===== src/hw/sdf_deframer_defs.vh =====
// Purpose: constants for the serial audio input deframer
// Assumes: included by bare name from hw/ design files
// Notes:   format and word-length codes are the values on the mode inputs
`ifndef SDF_DEFRAMER_DEFS_VH
`define SDF_DEFRAMER_DEFS_VH

// framing format codes
`define SDF_FMT_I2S        2'h0
`define SDF_FMT_LJ         2'h1
`define SDF_FMT_RJ         2'h2

// word length codes
`define SDF_WL_16          2'h0
`define SDF_WL_18          2'h1
`define SDF_WL_20          2'h2
`define SDF_WL_24          2'h3

// word lengths in bits
`define SDF_BITS_16        5'h10
`define SDF_BITS_18        5'h12
`define SDF_BITS_20        5'h14
`define SDF_BITS_24        5'h18

// right-justified msb delays in serial clock periods
`define SDF_RJ_DLY_16      6'h10
`define SDF_RJ_DLY_18      6'h0E
`define SDF_RJ_DLY_20      6'h0C
`define SDF_RJ_DLY_24      6'h08

// msb delay for i2s and left-justified framing
`define SDF_I2S_DLY        6'h01
`define SDF_LJ_DLY         6'h00

// serial clock periods per half frame in right-justified framing
`define SDF_RJ_HALF_SLOTS  6'h20

`endif


===== src/hw/sdf_deframer.v =====
// Purpose: recover left/right sample words from serial clock, frame sync
//          and serial data in i2s, left- or right-justified framing
// Assumes: serial pins are asynchronous to clk_sys_in and far slower
//          (serial clock period well above four system clocks)
// Notes:   words leave msb-aligned in 24 bits with a channel flag
`default_nettype none
`include "sdf_deframer_defs.vh"

// Overview of operation
// RULE1: accepts i2s, left- or right-justified framing, 16/18/20/24-bit words
// RULE2: right-justified: sync high is left channel, low is right channel
// RULE3: data and sync sampled on serial clock rising edge only
// RULE4: right-justified msb delay is 16, 14, 12 or 8 periods by length
// RULE5: right-justified has 64 periods per frame; lsb ends each half
// RULE6: i2s is the reset default; sync low is left, high is right
// RULE7: left-justified: sync high is left; msb right at the transition
// RULE8: i2s msb comes one period after the transition; msb first always
module sdf_deframer #(
  parameter DATA_W = 24
) (
  input  wire              clk_sys_in,
  input  wire              rst_n_in,
  input  wire [1:0]        fmt_sel_in,
  input  wire [1:0]        word_len_in,
  input  wire              ser_clk_in,
  input  wire              ser_sync_in,
  input  wire              ser_data_in,
  output wire [DATA_W-1:0] smp_data_out,
  output wire              smp_right_out,
  output wire              smp_valid_out,
  input  wire              smp_ready_in,
  output reg               overrun_out
);

  // deframer states, one-hot
  localparam ST_IDLE  = 3'b001;
  localparam ST_DELAY = 3'b010;
  localparam ST_SHIFT = 3'b100;

  // two-flop synchronisers for the three serial pins
  reg [1:0] clk_sync;
  reg [1:0] sync_sync;
  reg [1:0] data_sync;
  reg       clk_prev;

  always @(posedge clk_sys_in or negedge rst_n_in) begin
    if (!rst_n_in) begin
      clk_sync  <= 2'h0;
      sync_sync <= 2'h0;
      data_sync <= 2'h0;
      clk_prev  <= 1'b0;
    end else begin
      clk_sync  <= {clk_sync[0], ser_clk_in};
      sync_sync <= {sync_sync[0], ser_sync_in};
      data_sync <= {data_sync[0], ser_data_in};
      clk_prev  <= clk_sync[1];
    end
  end

  // rising edge of the serial clock; sync and data pass the same flops,
  // so they are seen with the value they held at that edge
  wire sclk_rise = clk_sync[1] & ~clk_prev; // RULE3
  wire sync_now  = sync_sync[1];
  wire data_now  = data_sync[1];

  // configuration is taken per word so a mid-word change cannot tear it
  reg [2:0]        state;
  reg [2:0]        next_state;
  reg              sync_last;
  reg [5:0]        dly_cnt;
  reg [4:0]        bit_cnt;
  reg [4:0]        word_bits;
  reg [DATA_W-1:0] shreg;
  reg              chan_right;
  reg [DATA_W:0]   word_hold;
  reg              word_valid;

  wire sync_edge = sclk_rise & (sync_now != sync_last);

  // word length decode
  reg [4:0] len_bits;
  reg [5:0] rj_dly;
  always @* begin
    case (word_len_in) // RULE1
      `SDF_WL_16: begin
        len_bits = `SDF_BITS_16;
        rj_dly   = `SDF_RJ_DLY_16; // RULE4
      end
      `SDF_WL_18: begin
        len_bits = `SDF_BITS_18;
        rj_dly   = `SDF_RJ_DLY_18; // RULE4
      end
      `SDF_WL_20: begin
        len_bits = `SDF_BITS_20;
        rj_dly   = `SDF_RJ_DLY_20; // RULE4
      end
      default: begin
        len_bits = `SDF_BITS_24;
        rj_dly   = `SDF_RJ_DLY_24; // RULE4
      end
    endcase
  end

  // msb delay counted in serial clock periods after the sync change
  reg [5:0] msb_dly;
  reg       right_of_sync;
  always @* begin
    case (fmt_sel_in)
      `SDF_FMT_LJ: begin
        msb_dly       = `SDF_LJ_DLY; // RULE7
        right_of_sync = ~sync_now;   // RULE7
      end
      `SDF_FMT_RJ: begin
        // rj delay plus word fills the 32-slot half frame
        msb_dly       = rj_dly;      // RULE5
        right_of_sync = ~sync_now;   // RULE2
      end
      default: begin
        // unused code 3 falls back to i2s like the reset default
        msb_dly       = `SDF_I2S_DLY; // RULE6 RULE8
        right_of_sync = sync_now;     // RULE6
      end
    endcase
  end

  // state transitions
  always @* begin
    next_state = state;
    case (state)
      ST_IDLE: begin
        if (sync_edge && msb_dly != 6'h00) begin
          next_state = ST_DELAY;
        end else if (sync_edge) begin
          next_state = ST_SHIFT;
        end
      end
      ST_DELAY: begin
        if (sync_edge && msb_dly == 6'h00) begin
          // zero-delay framing picked up mid-delay; msb already taken,
          // so staying here would count down forever
          next_state = ST_SHIFT;
        end else if (sync_edge) begin
          next_state = ST_DELAY;
        end else if (sclk_rise && dly_cnt == 6'h01) begin
          next_state = ST_SHIFT;
        end
      end
      ST_SHIFT: begin
        if (sync_edge && msb_dly != 6'h00) begin
          next_state = ST_DELAY;
        end else if (sync_edge) begin
          next_state = ST_SHIFT;
        end else if (sclk_rise && bit_cnt == word_bits) begin
          next_state = ST_IDLE;
        end
      end
      default: begin
        next_state = ST_IDLE;
      end
    endcase
  end

  // a sync change always restarts the word; in lj it is the msb slot,
  // otherwise it starts the delay count
  always @(posedge clk_sys_in or negedge rst_n_in) begin
    if (!rst_n_in) begin
      state      <= ST_IDLE;
      sync_last  <= 1'b0;
      dly_cnt    <= 6'h00;
      bit_cnt    <= 5'h00;
      word_bits  <= `SDF_BITS_24;
      shreg      <= {DATA_W{1'b0}};
      chan_right <= 1'b0;
    end else begin
      state <= next_state;
      if (sclk_rise) begin
        sync_last <= sync_now; // RULE3
      end
      if (sync_edge) begin
        chan_right <= right_of_sync;
        word_bits  <= len_bits;
        dly_cnt    <= msb_dly;
        if (msb_dly == 6'h00) begin
          // msb sits in the transition slot itself
          shreg   <= {{(DATA_W-1){1'b0}}, data_now}; // RULE7
          bit_cnt <= 5'h01;
        end else begin
          shreg   <= {DATA_W{1'b0}};
          bit_cnt <= 5'h00;
        end
      end else if (sclk_rise && state == ST_DELAY) begin
        dly_cnt <= dly_cnt - 6'h01;
        if (dly_cnt == 6'h01) begin
          shreg   <= {{(DATA_W-1){1'b0}}, data_now}; // RULE8
          bit_cnt <= 5'h01;
        end
      end else if (sclk_rise && state == ST_SHIFT &&
                   bit_cnt != word_bits) begin
        shreg   <= {shreg[DATA_W-2:0], data_now}; // RULE8
        bit_cnt <= bit_cnt + 5'h01;
      end
    end
  end

  // word completes when the count reaches the length; msb-align it
  wire word_done = (state != ST_IDLE) && !sync_edge &&
                   (bit_cnt == word_bits) && (bit_cnt != 5'h00) &&
                   (state == ST_SHIFT || state == ST_DELAY);
  reg  word_done_q;
  wire word_fire = word_done & ~word_done_q;
  wire [4:0] pad = DATA_W[4:0] - word_bits;
  wire [DATA_W-1:0] aligned = shreg << pad;

  wire buf_ready;

  // hold the word until the buffer takes it; a stall across the whole
  // next word is flagged rather than silently overwritten
  always @(posedge clk_sys_in or negedge rst_n_in) begin
    if (!rst_n_in) begin
      word_done_q <= 1'b0;
      word_hold   <= {(DATA_W+1){1'b0}};
      word_valid  <= 1'b0;
      overrun_out <= 1'b0;
    end else begin
      word_done_q <= word_done;
      if (word_fire) begin
        word_hold   <= {chan_right, aligned}; // RULE1
        word_valid  <= 1'b1;
        overrun_out <= word_valid & ~buf_ready;
      end else begin
        overrun_out <= 1'b0;
        if (buf_ready) begin
          word_valid <= 1'b0;
        end
      end
    end
  end

  wire [DATA_W:0] buf_out;

  sdf_skid_buf #(
    .WIDTH (DATA_W + 1)
  ) u_buf (
    .clk_sys_in    (clk_sys_in),
    .rst_n_in      (rst_n_in),
    .in_data_in    (word_hold),
    .in_valid_in   (word_valid),
    .in_ready_out  (buf_ready),
    .out_data_out  (buf_out),
    .out_valid_out (smp_valid_out),
    .out_ready_in  (smp_ready_in)
  );

  assign smp_data_out  = buf_out[DATA_W-1:0];
  assign smp_right_out = buf_out[DATA_W];

endmodule // sdf_deframer

`default_nettype wire


===== src/hw/sdf_skid_buf.v =====
// Purpose: two-entry valid/ready buffer for recovered sample words
// Assumes: single clock, asynchronous active-low reset
// Notes:   in_ready_out is high while fewer than two entries are held
`default_nettype none

module sdf_skid_buf #(
  parameter WIDTH = 25
) (
  input  wire             clk_sys_in,
  input  wire             rst_n_in,
  input  wire [WIDTH-1:0] in_data_in,
  input  wire             in_valid_in,
  output wire             in_ready_out,
  output wire [WIDTH-1:0] out_data_out,
  output wire             out_valid_out,
  input  wire             out_ready_in
);

  reg [WIDTH-1:0] slot0;
  reg [WIDTH-1:0] slot1;
  reg [1:0]       count;

  wire push;
  wire pop;

  assign in_ready_out  = (count != 2'h2);
  assign out_valid_out = (count != 2'h0);
  assign out_data_out  = slot0;
  assign push          = in_valid_in & in_ready_out;
  assign pop           = out_valid_out & out_ready_in;

  // slot0 is the head; slot1 holds the second word while the sink stalls
  always @(posedge clk_sys_in or negedge rst_n_in) begin
    if (!rst_n_in) begin
      slot0 <= {WIDTH{1'b0}};
      slot1 <= {WIDTH{1'b0}};
      count <= 2'h0;
    end else begin
      case ({push, pop})
        2'b10: begin
          if (count == 2'h0) begin
            slot0 <= in_data_in;
          end else begin
            slot1 <= in_data_in;
          end
          count <= count + 2'h1;
        end
        2'b01: begin
          slot0 <= slot1;
          count <= count - 2'h1;
        end
        2'b11: begin
          // push only when not full, so count is 1 here
          slot0 <= in_data_in;
        end
        default: begin
          count <= count;
        end
      endcase
    end
  end

endmodule // sdf_skid_buf

`default_nettype wire


===== config.mk =====
export PLATFORM = sky130hd
export DESIGN_NAME = sdf_deframer
export DESIGN_NICKNAME = d
export VERILOG_FILES = /design/src/hw/sdf_deframer.v /design/src/hw/sdf_skid_buf.v
export VERILOG_INCLUDE_DIRS = /design/src /design/src/hw
export SDC_FILE = /design/constraint.sdc
export NUM_CORES = 1
export LEC_CHECK = 0
export ABC_CLOCK_PERIOD_IN_PS = 3350
export BUFFER_PORTS_ARGS = -buffer_cell sky130_fd_sc_hd__buf_2
export CORE_UTILIZATION = 61
export DETAILED_ROUTE_END_ITERATION = 6
export MAX_ROUTING_LAYER = met4
export PLACE_DENSITY = 0.85
export SLEW_MARGIN = 20
export SYNTH_ARGS = -nofsm -noshare
export SYNTH_HDL_FRONTEND = slang
export SYNTH_SLANG_ARGS = --single-unit

===== constraint.sdc =====
create_clock -name clk_sys_in -period 3.35 [get_ports clk_sys_in]
set_clock_uncertainty 0.2 [all_clocks]
set_input_delay 0.1675 -clock clk_sys_in [delete_from_list [all_inputs] [get_ports clk_sys_in]]
set_output_delay 0.1675 -clock clk_sys_in [all_outputs]
set_load 0.005 [all_outputs]

==> key figures <==
Yosys
  – Xor/xnor share of the synthesized area: 0.02356
  – Top FF cell, synth: dfrtp_1
  – Asr flop ratio synth: 1.000
  – Flops & latches, synth: 130
  – Synth area leaders: dfrtp_1 51%, mux2i_1 6.5%, mux2_2 5.4%, nand2_1 4.9%, a22o_1 3.5%
  – Synth Area in Simple Gates: 0.1188
  – Mapped Avg Cell Area: ~11 µm²
  – Synth cell types: 54
  – Largest family of logic cells by synthesized area: multiplexers
  – Synth top area share: 0.5111
  – Synth Area in Compound Gates: 0.1336
  – Mapped Cells: 577
  – Post-synth EDFFs: 0
  – Post-synthesis mux area share: 0.1409
  – Synthesis Warnings: 0
  – Post-synthesis net count: roughly 600
  – Post-synthesis sequential area ratio: 0.5195
  – Cell area after synthesis: 6267 µm²
  – Adder-cell share of the synthesized area: 0.02795
  – Area leader, netlist: dfrtp_1

Clock network
  – CTS tree: yes
  – Total CTS buffers: 17
  – Maximum clock path buffer count: 2
  – CTS clk-pin slew, worst paths: 0.06 ns
  – PostCTS Resize Cnt: 0
  – Number of H-tree levels: 4
  – Clk sink count: 130
  – CTS root buffer: clkbuf_8
  – Worst skew pair latency: between 0.5 and 0.6 ns

Layout
  – Fraction of layout cells with a size suffix above 1: 0.2035
  – Final nets: ~650
  – Diode count: 0
  – Layout area overhead: 16.63%
  – Fillers: between 500 and 600
  – Non-filler cells, final: roughly 770

Worst setup path
  – CP arrival: ~3.0 ns
  – WS Path Type: register to register
  – Endpoint class of the critical path: register
  – Cells on worst reg2reg path: 6
  – Worst R2R Setup Slack: 0.63 ns
  – Max FO, Critical Path: 23
  – Crit start category: register
  – WP data required: ~3.6 ns
  – R2r startpoint: word_bits[3]$_DFFE_PN1N_
  – Reg2reg end: word_hold[18]$_DFFE_PN0P_

Route
  – Iteration-0 DRC Markers: 506
  – Residual DRC: 0
  – Vias: ~4700
  – Drt first pass iters: 7
  – Total Wirelength: around 14000 µm
  – Wire per inst: 18.35 µm
  – Via density: 6.168
  – DRT antenna net count: 0

STA
  – Final hold slack: 0.07709 ns
  – Final-report setup violation count: 0
  – Final setup TNS: 0 ns
  – Slew @ Worst Pin: 0.8046 ns
  – Hold Violations, Final: 0
  – RSZ-0062 raised after global routing: false
  – Min Tclk post-route: 2.722 ns
  – Max_slew headroom: 0.4636
  – Achievable Freq: 0.3673 GHz
  – Fin crit share: 0.8126
  – Max Slew Vio Count: 0
  – Final worst slack: 0.6277 ns

Job
  – Max cap viols: 0

Floorplan
  – Core region area: between 9000 and 10000 µm²
  – Die ar.: roughly 11000 µm²
  – Rows: 36
  – Initial Util: 0.6353
  – Ports: 37
  – Die H: ~100 µm
  – Chip Width: 103.4 µm

Pwr
  – Peak VDD IR: a little under 0.3 mV
  – Pwr Density: slightly above 600 nW/µm²
  – Leak pwr: between 3 and 4 nW
  – Pwr Total: 4.455 mW

Placed design
  – Gpl congestion: 0.9408
  – Pre-CTS setup slack: 0.6738 ns
  – Post-DP HPWL: between 8000 and 9000 µm
  – I/O Buffers: 36
  – Placed instance count: just over 700

Global route
  – Gr usage total: 0.2992
  – Initial antenna violation count: 0
  – Total congestion overflow: 0
  – Pin count of the biggest net entering global routing: 68
  – First-pass GRT wire length: between 20000 and 25000 µm
  – Number of global-route vias before repair: 4630

Run status
  – Status: finished clean

Worst hold path
  – Worst Hold Class: input pin to asynchronous set/reset pin
[metal layers]
layer,vias to the layer above,GRT usage,share of wire
met4,0,0.1419,0.031
met3,47,0.06586,0.048
met1,2334,0.3719,0.43
met5,-,-,0
met2,208,0.4682,0.49
li1,2142,-,-
[placed cells by master, fill, tap and decap left out, drive strengths merged, types with 7 or more instances in the layout]
cell type    synthesis  routed
buf                 16      50
a21oi               18      18
nor2                32      32
dlygate4sd3          0      11
inv                 15      16
clkinv               1       7
clkbuf              20      21
ha                  14      14
xnor2               10      10
nand3                9       9
nand2               82      82
a31oi               10      10
dfrtp              128     128
nor3                 9       9
o21ai               43      43
mux2                30      30
a22o                25      25
mux2i               41      41
[final cells by class]
cell class,instances,area [µm²],area share
Tap cell,133,166.4,0.02277
Sequential cell,130,3256,0.4454
Clock inverter,11,151.4,0.02071
Inverter,16,60.06,0.008216
Clock buffer,21,469.2,0.06419
Multi-Input combinational cell,395,2796,0.3826
Timing Repair Buffer,61,410.4,0.05615
[cells in the mapped netlist (6+ instances only)]
| cell type | instances |
|---|---|
| nor2b_1 | 6 |
| o21ai_0 | 42 |
| a22o_1 | 25 |
| mux4_2 | 6 |
| inv_1 | 15 |
| mux2_2 | 30 |
| dfrtp_1 | 128 |
| a31oi_1 | 10 |
| ha_1 | 14 |
| buf_2 | 11 |
| a211oi_1 | 6 |
| a21oi_1 | 18 |
| nand3_1 | 9 |
| nor2_1 | 32 |
| nand2_1 | 82 |
| xnor2_1 | 10 |
| mux2i_1 | 41 |
| nor3_1 | 9 |
| clkbuf_1 | 20 |
[how the worst max path moves through the flow]
stage / slack (ns) / cells after the start / startpoint / to
after floorplan: 0.62 / 10 / word_bits[1]$_DFFE_PN0N_ / word_hold[17]$_DFFE_PN0P_
after global placement: 0.77 / 6 / word_bits[3]$_DFFE_PN1N_ / word_hold[19]$_DFFE_PN0P_
after detailed placement: 0.67 / 6 / word_bits[3]$_DFFE_PN1N_ / word_hold[18]$_DFFE_PN0P_
after CTS: 0.64 / 6 / word_bits[3]$_DFFE_PN1N_ / word_hold[18]$_DFFE_PN0P_
after global routing: 0.43 / 6 / word_bits[3]$_DFFE_PN1N_ / word_hold[3]$_DFFE_PN0P_
final: 0.63 / 6 / word_bits[3]$_DFFE_PN1N_ / word_hold[18]$_DFFE_PN0P_
[cell families (layout without fill, tap and decap cells)]
logic type | after synthesis | count (layout)
flops | 130 | 130
buf+inv | 52 | 109
mux | 77 | 77
xor+xnor | 16 | 16
simple gates | 161 | 161
compound gates | 127 | 127
fa+ha+maj | 14 | 14
[stage by stage]
step / utilization / cell area [µm²]
after floorplan: - / 6267
after global placement: 0.6669 / 6579
after detailed placement: 0.6669 / 6579
after CTS: 0.7410 / 7310
after global routing: 0.7410 / 7310
final: 0.7410 / 7310
[where the power goes]
| part | total, mW | switching, mW | internal, mW |
|---|---|---|---|
| Combinational | 0.804 | 0.514 | 0.290 |
| Clock | 1.91 | 0.692 | 1.22 |
| Sequential | 1.74 | 0.0970 | 1.64 |
| Total | 4.46 | 1.30 | 3.15 |
[repair_timing]
action / 4_1_cts / 5_1_grt
hold buffers: 11 / 0
endpoints found under the hold margin: 76 / 0
buffers inserted: 0 / 0
endpoints found under the setup margin: 0 / 0
[worst max-delay path: stages (launching register included)]
cell and delay [ns]:
dfstp_2 0.58, xor2_1 0.11, nor4_4 0.27, buf_4 0.21, nand4b_2 0.47, or4_1 0.67
o211ai_1 0.11
[flip-flops by register name, indices dropped and copies added, names as in the netlist]
register            flops
clk_sync                2
word_done_q             1
shreg                  24
u_buf.slot1            25
u_buf.count             2
data_sync               2
bit_cnt                 5
state                   3
u_buf.out_data_out     25
word_valid              1
word_bits               3
chan_right              1
word_hold              25
sync_last               1
clk_prev                1
sync_sync               2
dly_cnt                 6
overrun_out             1
Note: power is estimated with default switching activity, not from simulation.
